`src/rtl/sdpmt_pkg.sv`:
```
// Package for the SDRAM power-down, clock-suspend and byte-mask block.
// Assumes a single 100 MHz system clock that oversamples the memory clock.
package sdpmt_pkg;
    // ------------------------------------------------------------------
    // Widths and reset values
    // ------------------------------------------------------------------
    localparam int DATA_W = 8;
    localparam logic RST_CKE = 1'b0;
    localparam logic RST_DQM = 1'b1;
    // ------------------------------------------------------------------
    // Timing figures, controller side, nanoseconds per grade; refresh spacing also in clk cycles
    // ------------------------------------------------------------------
    localparam int SYS_CLK_NS = 10;
    localparam int ROW_CYCLE_NS_FAST = 55;
    localparam int ROW_CYCLE_NS_MID = 60;
    localparam int ROW_CYCLE_NS_SLOW = 63;
    localparam int CROSS_BANK_ACTIVATE_GAP_NS = 10;
    localparam int MODE_SET_WAIT_NS = 10;
    localparam int AVERAGE_REFRESH_SPACING_NS = 7800;
    localparam int AVERAGE_REFRESH_SPACING_CYC =
        AVERAGE_REFRESH_SPACING_NS / SYS_CLK_NS;
    // ------------------------------------------------------------------
    // Power states, one-hot
    // ------------------------------------------------------------------
    typedef enum logic [2:0] {
        SDPMT_ACTIVE  = 3'b001,
        SDPMT_SUSPEND = 3'b010,
        SDPMT_PDOWN   = 3'b100
    } sdpmt_state_t;
endpackage

```
`src/rtl/sdpmt_core.sv`:
```
// Clock-enable power state, internal clock gating and byte mask for one
// SDRAM. Assumes the controller drives mem_clk, cke, dqm and write data,
// all sampled here by clk, which runs much faster than mem_clk.
`timescale 1ns/1ns
`default_nettype none

module sdpmt_core #(
    parameter int DATA_W = sdpmt_pkg::DATA_W
) (
    // Clock and reset
    input wire logic clk,
    input wire logic resetn,
    // Memory-side pins, asynchronous to clk
    input wire logic mem_clk,
    input wire logic cke,
    input wire logic dqm,
    input wire logic [DATA_W-1:0] dq_in,
    // Array-side status
    input wire logic all_banks_idle,
    input wire logic burst_active,
    input wire logic read_cycle,
    input wire logic write_cycle,
    input wire logic [DATA_W-1:0] rd_data,
    // Array-side outputs
    output logic int_clk_tick,
    output logic wr_strobe,
    output logic [DATA_W-1:0] wr_data,
    output logic buffers_on,
    output logic [DATA_W-1:0] dq_out,
    output logic dq_oe_n,
    output logic in_power_down
);
    // ------------------------------------------------------------------
    // Synchronisers
    // ------------------------------------------------------------------
    logic [1:0] clk_sync_ff;
    logic [1:0] cke_sync_ff;
    logic [1:0] dqm_sync_ff;
    logic [DATA_W-1:0] dq_s1_ff;
    logic [DATA_W-1:0] dq_s2_ff;
    logic mclk_prev_ff;
    logic cke_prev_ff;
    logic mclk_rise;
    sdpmt_pkg::sdpmt_state_t state_ff;
    sdpmt_pkg::sdpmt_state_t nxt_state;

    // Two stages for every pin; the first stage feeds only the second.
    always_ff @(posedge clk or negedge resetn) begin
        if (!resetn) begin
            // Reset high, so a memory clock that is already high at release
            // is not taken for a rise; only a real low-to-high counts.
            clk_sync_ff <= 2'h3;
            cke_sync_ff <= {2{sdpmt_pkg::RST_CKE}};
            dqm_sync_ff <= {2{sdpmt_pkg::RST_DQM}};
            dq_s1_ff <= '0;
            dq_s2_ff <= '0;
        end else begin
            clk_sync_ff <= {clk_sync_ff[0], mem_clk};
            cke_sync_ff <= {cke_sync_ff[0], cke};
            dqm_sync_ff <= {dqm_sync_ff[0], dqm};
            dq_s1_ff <= dq_in;
            dq_s2_ff <= dq_s1_ff;
        end
    end

    // Edge history of the memory clock and the clock-enable sample.
    always_ff @(posedge clk or negedge resetn) begin
        if (!resetn) begin
            mclk_prev_ff <= 1'b1;
            cke_prev_ff <= sdpmt_pkg::RST_CKE;
        end else begin
            mclk_prev_ff <= clk_sync_ff[1];
            if (mclk_rise) begin
                cke_prev_ff <= cke_sync_ff[1];
            end
        end
    end

    assign mclk_rise = clk_sync_ff[1] & ~mclk_prev_ff;

    // ------------------------------------------------------------------
    // Power state
    // ------------------------------------------------------------------
    // Clock enable is judged only at memory clock rises, as the pins are.
    always_comb begin
        nxt_state = state_ff;
        case (state_ff)
            sdpmt_pkg::SDPMT_ACTIVE: begin
                if (mclk_rise && !cke_sync_ff[1]) begin
                    if (all_banks_idle) begin
                        nxt_state = sdpmt_pkg::SDPMT_PDOWN;
                    end else if (burst_active) begin
                        nxt_state = sdpmt_pkg::SDPMT_SUSPEND;
                    end
                end
            end
            sdpmt_pkg::SDPMT_SUSPEND: begin
                if (mclk_rise && cke_sync_ff[1]) begin
                    nxt_state = sdpmt_pkg::SDPMT_ACTIVE;
                end
            end
            sdpmt_pkg::SDPMT_PDOWN: begin
                if (mclk_rise && cke_sync_ff[1]) begin
                    nxt_state = sdpmt_pkg::SDPMT_ACTIVE;
                end
            end
            default: nxt_state = sdpmt_pkg::SDPMT_ACTIVE;
        endcase
    end

    // State register.
    always_ff @(posedge clk or negedge resetn) begin
        if (!resetn) begin
            state_ff <= sdpmt_pkg::SDPMT_ACTIVE;
        end else begin
            state_ff <= nxt_state;
        end
    end

    // Internal clock tick and buffer enable. Clock enable acts one memory
    // clock late: the rise that samples it low still ticks, and the exit
    // rise gives no tick, so the internal clock resumes on the rise after.
    always_ff @(posedge clk or negedge resetn) begin
        if (!resetn) begin
            int_clk_tick <= 1'b0;
            buffers_on <= 1'b1;
            in_power_down <= 1'b0;
        end else begin
            int_clk_tick <= mclk_rise && cke_prev_ff &&
                            (state_ff == sdpmt_pkg::SDPMT_ACTIVE);
            buffers_on <= (nxt_state != sdpmt_pkg::SDPMT_PDOWN);
            in_power_down <= (nxt_state == sdpmt_pkg::SDPMT_PDOWN);
        end
    end

    // ------------------------------------------------------------------
    // Byte mask
    // ------------------------------------------------------------------
    // Write data is taken at memory clock rises; masked words never strobe.
    always_ff @(posedge clk or negedge resetn) begin
        if (!resetn) begin
            wr_strobe <= 1'b0;
            wr_data <= '0;
        end else begin
            wr_strobe <= mclk_rise && write_cycle && !dqm_sync_ff[1] &&
                         (state_ff == sdpmt_pkg::SDPMT_ACTIVE);
            if (mclk_rise && !dqm_sync_ff[1]) begin
                wr_data <= dq_s2_ff;
            end
        end
    end

    // Output drivers follow the mask during reads; enable is active low.
    always_ff @(posedge clk or negedge resetn) begin
        if (!resetn) begin
            dq_out <= '0;
            dq_oe_n <= 1'b1;
        end else begin
            dq_out <= rd_data;
            dq_oe_n <= !(read_cycle && !dqm_sync_ff[1] &&
                         (nxt_state != sdpmt_pkg::SDPMT_PDOWN));
        end
    end
endmodule

`default_nettype wire

```
`config.mk`:
```
export PLATFORM = sky130hd
export DESIGN_NAME = sdpmt_core
export DESIGN_NICKNAME = d
export VERILOG_FILES = /design/src/rtl/sdpmt_pkg.sv /design/src/rtl/sdpmt_core.sv
export SDC_FILE = /design/constraint.sdc
export NUM_CORES = 1
export LEC_CHECK = 0
export BUFFER_PORTS_ARGS = -buffer_cell sky130_fd_sc_hd__buf_2
export CAP_MARGIN = 25
export CORE_MARGIN = 2
export CORE_UTILIZATION = 45
export CTS_CLUSTER_SIZE = 24
export DETAILED_ROUTE_END_ITERATION = 8
export GPL_ROUTABILITY_DRIVEN = 0
export PLACE_DENSITY = 0.68
export SYNTH_ARGS = -nofsm -noshare
export SYNTH_HDL_FRONTEND = slang
export SYNTH_SLANG_ARGS = --single-unit
```
`constraint.sdc`:
```
create_clock -name clk -period 3.3 [get_ports clk]
set_input_delay 0.165 -clock clk [delete_from_list [all_inputs] [get_ports clk]]
set_output_delay 0.165 -clock clk [all_outputs]
set_load 0.02 [all_outputs]
```
==> impl_metrics.tcl, run 1 <==
set metrics [dict create \
    via_per_inst 4.39 \
    end_kind "register" \
    synth_area_leaders "dfrtp_1 (65%), dfstp_2 (14%), mux2_4 (7.8%), nor2_8 (1.3%), nor3b_4 (1.2%)" \
    yosys_register_bits 48 \
    final.setup.tns_ps 0 \
    crit_required_ps 3540 \
    area_growth_pct 38.2 \
    min_period_over_period_pct 39.2 \
    drive_above_1_share_pct 50.0 \
    p_leak_nw 1.04 \
    die_area_um2 3920 \
    crit_type "reg -> reg" \
    fp-row-count 21 \
    cts_tree "done" \
    finalHoldViolCount 0 \
    antenna_cells 0 \
    fmax_mhz 772 \
    reg2regPathDepth 3 \
    hpwlAfterDp_mm 1.53 \
    antenna_found_initial 0 \
    synth_area_leader_cell "dfrtp_1" \
    syn_inst 81 \
    worst_pin_slew_ps 416 \
    slew_headroom_pct 72.3 \
    skew_ps 10.7 \
    yosysMostFrequentCell "dfrtp_1" \
    critPathMaxStageDelay_ps 590 \
    path_clk_slew_ps 120 \
    grt_pass1_wl_mm 4.17 \
    drtPass1Iterations 2 \
    fp.dieW_um 62.6 \
    rsz0062_at_grt "no" \
    setup_viol 0 \
    synthArstFlopShare_pct 100 \
    crit_chain "nand2b_4, nor2_8, mux2_4" \
    yosys_most_used_dff "dfrtp_1" \
    cp_max_fo 9 \
    initial_utilization_pct 46.6 \
    rr_startpoint "clk_sync_ff[1]" \
    first_global_vias 965 \
    syn_area_um2 1540 \
    via_count 887 \
    die_height_um 62.6 \
    synth_nets 106 \
    synth_seq_area_share_pct 78.4 \
    cp-start-kind "register" \
    wirelength_mm 2.40 \
    r2r_slack_ps 2010 \
    fillers 262 \
    crit_path_top_delay_cell "dfstp_2" \
    p_per_area_nw_per_um2 533 \
    clock_latency_ps 340 \
    cts_inserted_buffers 5 \
    synth_cell_types 22 \
    synth_edf_count 0 \
    status "finished, final reports clean" \
    root_buffer "clkbuf_4" \
    drt_iter0_drc 18 \
    worstReg2RegEnd "wr_data[3]" \
    grt_usage_pct 14.0 \
    drv_cap 0 \
    fin_crit_ps 1290 \
    cts_buffer_depth 2 \
    gr-total-overflow 0 \
    synth_top_cells_by_count "dfrtp_1 (40), dfstp_2 (8), mux2_4 (8)" \
    postCtsSetupRepairBufs 0 \
    cts_sinks 48 \
    ir_drop_v 0.000307 \
    synth_top_area_share_pct 64.8 \
    dpl.cell_count 172 \
    slew_violations 0 \
    core_area_um2 3310 \
    yosys_warnings 0 \
    synth_area_per_cell_um2 19.1 \
    timing.critical_path.from "clk_sync_ff[1]" \
    min_path_type "in -> reg" \
    fin_nets 180 \
    endpoint "wr_data[3]" \
    drtAntennaViolNets 0 \
    drc 0 \
    io_buffers 45 \
    grt_max_degree 49 \
    wire_per_inst_um 11.9 \
    crit_arrival_ps 1530 \
    htreeDepth 2 \
    ios 46 \
    final_cells 202 \
]
[cell families (layout without fill, tap and decap cells)]
group | after synthesis | in the layout | share of synthesized area (%)
DFF | 48 | 48 | 78.4
muxes | 8 | 8 | 7.78
and+or+nand+nor | 15 | 15 | 8.67
buffers and inverters | 2 | 77 | 0.486
AOI/OAI and AO/OA | 8 | 8 | 4.62
[through the flow]
step | utilization [%] | setup slack (ps) | instance area [um2] | power (mW) | hold slack [ps]
floorplan | - | 2080 | 1540 | 0.742 | -131
global placement | 55.2 | 2040 | 1830 | 0.798 | 271
detailed placement | 55.2 | 2010 | 1830 | 0.803 | 274
CTS | 63.8 | 1980 | 2110 | 1.15 | 24.7
global route | 64.4 | 1950 | 2130 | 1.20 | 17.0
finish | 64.4 | 2010 | 2130 | 1.14 | 53.7
[layout make-up]
class                      instances  area (um2)  share of cell area, %
clock buffer                       6        41.3                   1.94
tap                               46        57.6                   2.70
inverter                           2        7.51                  0.352
sequential                        48        1210                   56.8
clock inverter                     2        35.0                   1.64
timing repair buffer              67         455                   21.3
multi-input combinational         31         325                   15.2
[sequential cells by signal, indices dropped and copies added (netlist names), 2 cells and up]
name	cells
clk_sync_ff	2
dq_out	8
dqm_sync_ff	2
dq_s2_ff	8
wr_data	8
dq_s1_ff	8
state_ff	3
cke_sync_ff	2
[cell usage in the layout (no fill, tap or decap), types with 2 or more instances in the layout]
cell type / n
dfstp_2: 8
clkbuf_4: 5
buf_2: 45
inv_1: 2
dlygate4sd3_1: 21
o21ai_1: 2
mux2_4: 8
and3_2: 2
dfrtp_1: 40
nand2_1: 4
[power by group]
part	total [mW]	internal, mW	switching [mW]
logic	0.156	0.0803	0.0754
clock network	0.326	0.159	0.167
registers	0.655	0.634	0.0204
[worst min path at each step]
stage / from / endpoint / slack, ps / cells after the start
floorplan: resetn / cke_prev_ff / -130 / 0
global placement: dqm / dqm_sync_ff[0] / 270 / 1
detailed placement: mem_clk / clk_sync_ff[0] / 270 / 1
CTS: all_banks_idle / state_ff[1] / 20 / 2
global route: all_banks_idle / state_ff[1] / 20 / 2
finish: all_banks_idle / state_ff[1] / 50 / 2
[what timing repair did]
action / 4_1_cts / 5_1_grt
endpoints found under the hold margin: 60 / 0
gates resized for setup: 0 / 0
hold buffers: 21 / 0
[routing by layer]
| metal | wire length [um] | track usage [%] |
|---|---|---|
| met1 | 967 | 15.6 |
| met4 | 38 | 7.50 |
| met2 | 1290 | 24.2 |
| met5 | 0 | 0 |
| met3 | 106 | 3.96 |
[worst max-delay path, delay by kind of cell, from the launching register on]
kind	cells	cell delay [ps]
flip-flops	1	590
multiplexers	1	330
AND/OR/NAND/NOR	2	280
(Power assumes the default switching activity.)
==> run 2, diff against run 1 <==
ABC_AREA = 1   (was unset)
PLACE_DENSITY = 0.71   (was 0.68)
clock period = 1.15 ns   (was 3.3 ns; I/O delays follow)
==> run 2 against run 1 <==
Compared with the run above: the flow now finishes with violations (negative setup slack); total power grew to 3.0 times the previous value; wire length is 25% higher; count of clock-buffer cells in the layout unchanged; worst hold slack worse by 30 ps; clock power grew to 2.5 times the previous value; combinational power rose to 4.3 times the previous value; die area is 1.5% higher; sequential power rose to 3.0 times the previous value; cell count is 22% higher; largest power group unchanged.
==> impl_metrics.tcl, run 2 <==
set metrics [dict create \
    io_buffers 45 \
    power.total_mw 3.44 \
    fin_crit_ps 1220 \
    synth_area_per_cell_um2 13.2 \
    crit_type "reg -> reg" \
    path_clk_slew_ps 130 \
    hpwlAfterDp_mm 1.88 \
    fin_nets 224 \
    holdWs_ps 23.8 \
    fp.dieW_um 63.1 \
    initial_utilization_pct 47.0 \
    final.setup.tns_ps -607 \
    clock_latency_ps 360 \
    fmax_mhz 818 \
    violations "negative setup slack" \
    gr-total-overflow 0 \
    path_common_cell "nand2_2" \
    synth_top_cells_by_count "dfrtp_1 (40), inv_1 (19), nand2_1 (19)" \
    design_area_um2 2270 \
    crit_arrival_ps 1480 \
    drive_above_1_share_pct 47.5 \
    rr_startpoint "clk_sync_ff[1]" \
    crit_chain "nand2_2, or2_4, buf_12, nand2_2, o21ai_2" \
    drv_cap 0 \
    wirelength_mm 3.01 \
    synth_cell_types 16 \
    area_growth_pct 45.0 \
    p_int_mw 2.43 \
    synth_area_leader_cell "dfrtp_1" \
    min_to "state_ff[0]" \
    yosysMostFrequentCell "dfrtp_1" \
    synth_top_area_share_pct 63.8 \
    cts_buffer_depth 2 \
    final_common_cell "buf_2" \
    worst_pin_slew_ps 375 \
    seq_power_share_pct 56.5 \
    synth_edf_count 0 \
    busiest_layer "met2" \
    via_count 1099 \
    min_period_over_period_pct 106 \
    status "finished, violations left" \
    htreeDepth 2 \
    grtUsageMet1_pct 16.9 \
    die_area_um2 3980 \
    mostFrequentLayoutCells "buf_2 (45), dfrtp_1 (40), dlygate4sd3_1 (22)" \
    yosys_most_used_dff "dfrtp_1" \
    ff_latch_area_um2 1210 \
    swShare_pct 29.3 \
    pwr-share-comb_pct 19.4 \
    slew_violations 0 \
    synthArstFlopShare_pct 100 \
    worstReg2RegEnd "wr_data[6]" \
    skew_ps 8.14 \
    antenna_cells 0 \
    cts_sinks 48 \
    via_per_inst 4.47 \
    wire_per_inst_um 12.2 \
    grt_pass1_wl_mm 4.81 \
    first_global_vias 1147 \
    grt_usage_pct 16.3 \
    rsz0062_at_grt "yes" \
    syn_inst 119 \
    drtPass1Iterations 4 \
    syn_area_um2 1570 \
    synth_nets 144 \
    finalHoldViolCount 0 \
    die_height_um 63.1 \
    cp_num_buf_inv 1 \
    drtAntennaViolNets 0 \
    root_buffer "clkbuf_4" \
    gr-usage-met2_pct 27.9 \
    ir_drop_v 0.000898 \
    yosys_register_bits 48 \
    yosys_warnings 0 \
    power.share.clock_pct 24.1 \
    p_per_area_nw_per_um2 1510 \
    core_area_um2 3340 \
    hold_path_startpoint "burst_active" \
    fillers 265 \
    crit_family "flip-flops" \
    p_leak_nw 1.16 \
    antenna_found_initial 0 \
    setup_ws_ps -72.3 \
    power.switching_mw 1.01 \
    cp_max_fo 9 \
    ios 46 \
    setup_viol 13 \
    grt_max_degree 27 \
    slew_headroom_pct 75.0 \
    use_met3_pct 3.75 \
    holdPathStages 4 \
    cts_tree "done" \
    reg2regPathDepth 5 \
    multi_input_area_um2 318 \
    r2r_slack_ps -70 \
    place_area_um2 1880 \
    drc 0 \
    drt_iter0_drc 46 \
    crit_required_ps 1410 \
    cp-start-kind "register" \
    synth_area_leaders "dfrtp_1 (64%), dfstp_2 (13%), inv_1 (4.5%), nand2_1 (4.5%), o21ai_2 (4.5%)" \
    fp-row-count 21 \
    cts_inserted_buffers 5 \
    min_path_type "in -> reg" \
    critPathMaxStageDelay_ps 570 \
    crit_path_top_delay_cell "dfstp_2" \
    end_kind "register" \
    synth_seq_area_share_pct 77.2 \
]
## run 2: cell types whose count changed in the layout (fill, tap and decap cells not counted), sizes merged, moves of 2 or more
cell | before | now
nand3 | 0 | 5
buf | 46 | 52
inv | 2 | 20
nor2 | 2 | 9
o21ai | 2 | 11
and3 | 2 | 0
mux2 | 8 | 0
nand2b | 2 | 0
nand2 | 4 | 21
## run 2: worst max path at each step
stage	startpoint	endpoint	slack (ps)	depth (start not counted)
global route	clk_sync_ff[1]	buffers_on	-120	6
CTS	clk_sync_ff[1]	wr_data[4]	-90	5
global placement	clk_sync_ff[1]	wr_data[2]	-50	5
detailed placement	clk_sync_ff[1]	buffers_on	-100	6
finish	clk_sync_ff[1]	wr_data[6]	-70	5
floorplan	clk_sync_ff[1]	wr_data[6]	-120	6
## run 2: worst min-delay path: cells and delay by family
kind | cells | cell delay (ps)
AO/OA/AOI/OAI | 1 | 130
buffers and inverters | 1 | 90
AND/OR/NAND/NOR | 2 | 110
## run 2: cells by family after synthesis
kind of cell / share of synthesized area, %
compound gates: 5.90
buf+inv: 6.54
flops: 77.2
simple gates: 10.4
## run 2: stage by stage
| step | utilization (%) | setup slack [ps] | instances |
|---|---|---|---|
| global route | 68.2 | -122 | 246 |
| CTS | 65.4 | -87.9 | 243 |
| global placement | 56.4 | -51.1 | 213 |
| detailed placement | 56.4 | -98.0 | 213 |
| finish | 68.2 | -72.3 | 246 |
| floorplan | - | -124 | 119 |
## run 2: area by class of cell
| class | instances | share of cell area [%] |
|---|---|---|
| clock buffers | 6 | 2.26 |
| clock inverters | 2 | 0.605 |
| inverters | 19 | 3.14 |
| multi-input cells | 50 | 14.0 |
| flip-flops and latches | 48 | 53.2 |
| well taps | 46 | 2.53 |
| repair buffers | 75 | 24.3 |
## run 2: repair_timing
item                                    in CTS  in global routing
cloned                                       0                  1
pin swaps                                    1                  7
resized for setup                            5                 16
endpoints found under the hold margin       67                  0
hold buffers                                22                  0
endpoints found under the setup margin      15                 17
setup buffers                                0                  2
## run 2: layer usage
metal / up-vias / routed length [um] / part of all wire [%]
met5: - / 0 / 0
met4: 0 / 101 / 3.4
met3: 11 / 126 / 4.2
met2: 40 / 1660 / 55
met1: 524 / 1120 / 37
li1: 524 / - / -
## run 2: power by group through the flow
stage               logic (mW)  registers [mW]  clock network (mW)
global route             0.742            1.96               0.916
floorplan                0.238            2.05                   0
finish                   0.667            1.95               0.829
global placement         0.518            1.96                   0
detailed placement       0.550            1.96                   0
CTS                      0.614            1.94               0.850
==> run 3, diff against run 2 <==
PLACE_DENSITY = 0.78   (was 0.71)
==> run 3 against run 2 <==
Compared with the run above: wire length shrank 10%; clock power up 23%; critical path type unchanged; first-iteration DRC count is 46% lower; non-clock buffer count decreased by 2; cell count is 0.81% lower; setup slack worse by 30 ps; worst hold slack better by 40 ps; critical path depth did not move; largest cell class unchanged; sequential share of layout area increased by 0.41 points; register-to-register slack worse by 30 ps; die area stayed put; the run still ends with negative setup slack left.
==> impl_metrics.tcl, run 3 (synthesis gave the netlist of run 2 again) <==
set metrics [dict create \
    status "finished, violations left" \
    violations "negative setup slack" \
    cp_num_buf_inv 1 \
    crit_family "flip-flops" \
    drive_above_1_share_pct 44.9 \
    end_kind "register" \
    cts_buffer_depth 2 \
    wire_per_inst_um 11.1 \
    ios 46 \
    fmax_mhz 799 \
    grt_usage_pct 15.9 \
    drc 0 \
    finalHoldViolCount 0 \
    first_global_vias 1199 \
    area_growth_pct 44.0 \
    antenna_cells 0 \
    design_area_um2 2260 \
    power.total_mw 3.62 \
    gr-total-overflow 0 \
    setup_ws_ps -102 \
    cp-start-kind "register" \
    final_common_cell "buf_2" \
    slew_headroom_pct 73.6 \
    fp.dieW_um 63.1 \
    cts_tree "done" \
    mostFrequentLayoutCells "buf_2 (45), dfrtp_1 (39), dlygate4sd3_1 (22)" \
    initial_utilization_pct 47.0 \
    final_cells 244 \
    drt_iter0_drc 25 \
    p_per_area_nw_per_um2 1600 \
    crit_path_top_delay_cell "dfstp_2" \
    holdWs_ps 64.0 \
    die_height_um 63.1 \
    htreeDepth 2 \
    cts_sinks 48 \
    root_buffer "clkbuf_4" \
    setup_viol 14 \
    grt_max_degree 32 \
    wirelength_mm 2.71 \
    rsz0062_at_grt "yes" \
    min_period_over_period_pct 109 \
    multi_input_area_um2 293 \
    drtPass1Iterations 4 \
    ff_latch_area_um2 1210 \
    min_path_type "in -> reg" \
    crit_chain "nand2_2, or2_4, buf_12, nand2_1, o21ai_2" \
    crit_required_ps 1400 \
    cp_max_fo 9 \
    fin_nets 222 \
    path_clk_slew_ps 130 \
    hpwlAfterDp_mm 1.81 \
    skew_ps 7.57 \
    drv_cap 0 \
    ir_drop_v 0.000923 \
    antenna_found_initial 0 \
    p_leak_nw 1.15 \
    core_area_um2 3340 \
    crit_type "reg -> reg" \
    place_area_um2 1880 \
    drtAntennaViolNets 0 \
    worst_pin_slew_ps 397 \
    cts_inserted_buffers 5 \
    die_area_um2 3980 \
    crit_arrival_ps 1500 \
    dpl.cell_count 212 \
    fp-row-count 21 \
    grt_pass1_wl_mm 4.86 \
    fin_crit_ps 1250 \
    fillers 250 \
    clock_latency_ps 350 \
    slew_violations 0 \
    io_buffers 45 \
    via_count 1075 \
    critPathMaxStageDelay_ps 570 \
    via_per_inst 4.41 \
]
## run 3: cell types whose count changed in the layout (fill, tap and decap cells not counted), sizes merged
cell,delta
buf,-1
bufinv,+1
inv,-1
clkbuf,-1
## run 3: final cells by class
type                    count  share of cell area (%)
clock buffers               6                    2.27
repair buffers             73                    23.7
flip-flops and latches     48                    53.7
inverters                  19                    3.16
clock inverters             2                    1.72
well taps                  46                    2.55
multi-input cells          50                    13.0
## run 3: final timing paths
check                                from          end  slack [ps]  depth (start not counted)
min in group asynchronous          resetn    dq_out[3]         150                          2
min reg2reg                   dq_s1_ff[3]  dq_s2_ff[3]         360                          0
max reg2reg                clk_sync_ff[1]   wr_data[7]        -100                          5
max                        clk_sync_ff[1]   wr_data[7]        -100                          5
max in group asynchronous          resetn      dq_oe_n         450                          3
min                        all_banks_idle      dq_oe_n          60                          3
## run 3: per-layer routing
metal	up-vias	GRT usage [%]	wire, um
met5	-	0	0
met4	0	8.89	91
met3	9	5.36	134
met2	41	28.1	1450
met1	506	16.5	1030
li1	519	-	-
## run 3: repair_timing
action | 4_1_cts | 5_1_grt
hold endpoints to repair | 63 | 0
gates resized for setup | 9 | 6
setup buffers | 1 | 0
setup endpoints to repair | 15 | 16
gates cloned | 1 | 0
pin swaps | 2 | 2
hold buffers | 22 | 0
## run 3: worst reg2reg max path: stages (launching register included)
cell and delay [ps]:
dfstp_2 570, nand2_2 60, or2_4 260, buf_12 150, nand2_1 70, o21ai_2 50
## run 3: stage by stage
step	setup WS [ps]	util [%]	TNS [ps]
detailed placement	-94.6	56.2	-781
CTS	-99.3	67.2	-863
global route	-158	67.7	-1700
finish	-102	67.7	-875
floorplan	-124	-	-699
global placement	-49.1	56.2	-443
## run 3: power breakdown
part | total [mW] | internal (mW) | switching, mW
clock network | 1.02 | 0.521 | 0.494
logic | 0.660 | 0.263 | 0.397
registers | 1.94 | 1.86 | 0.0812
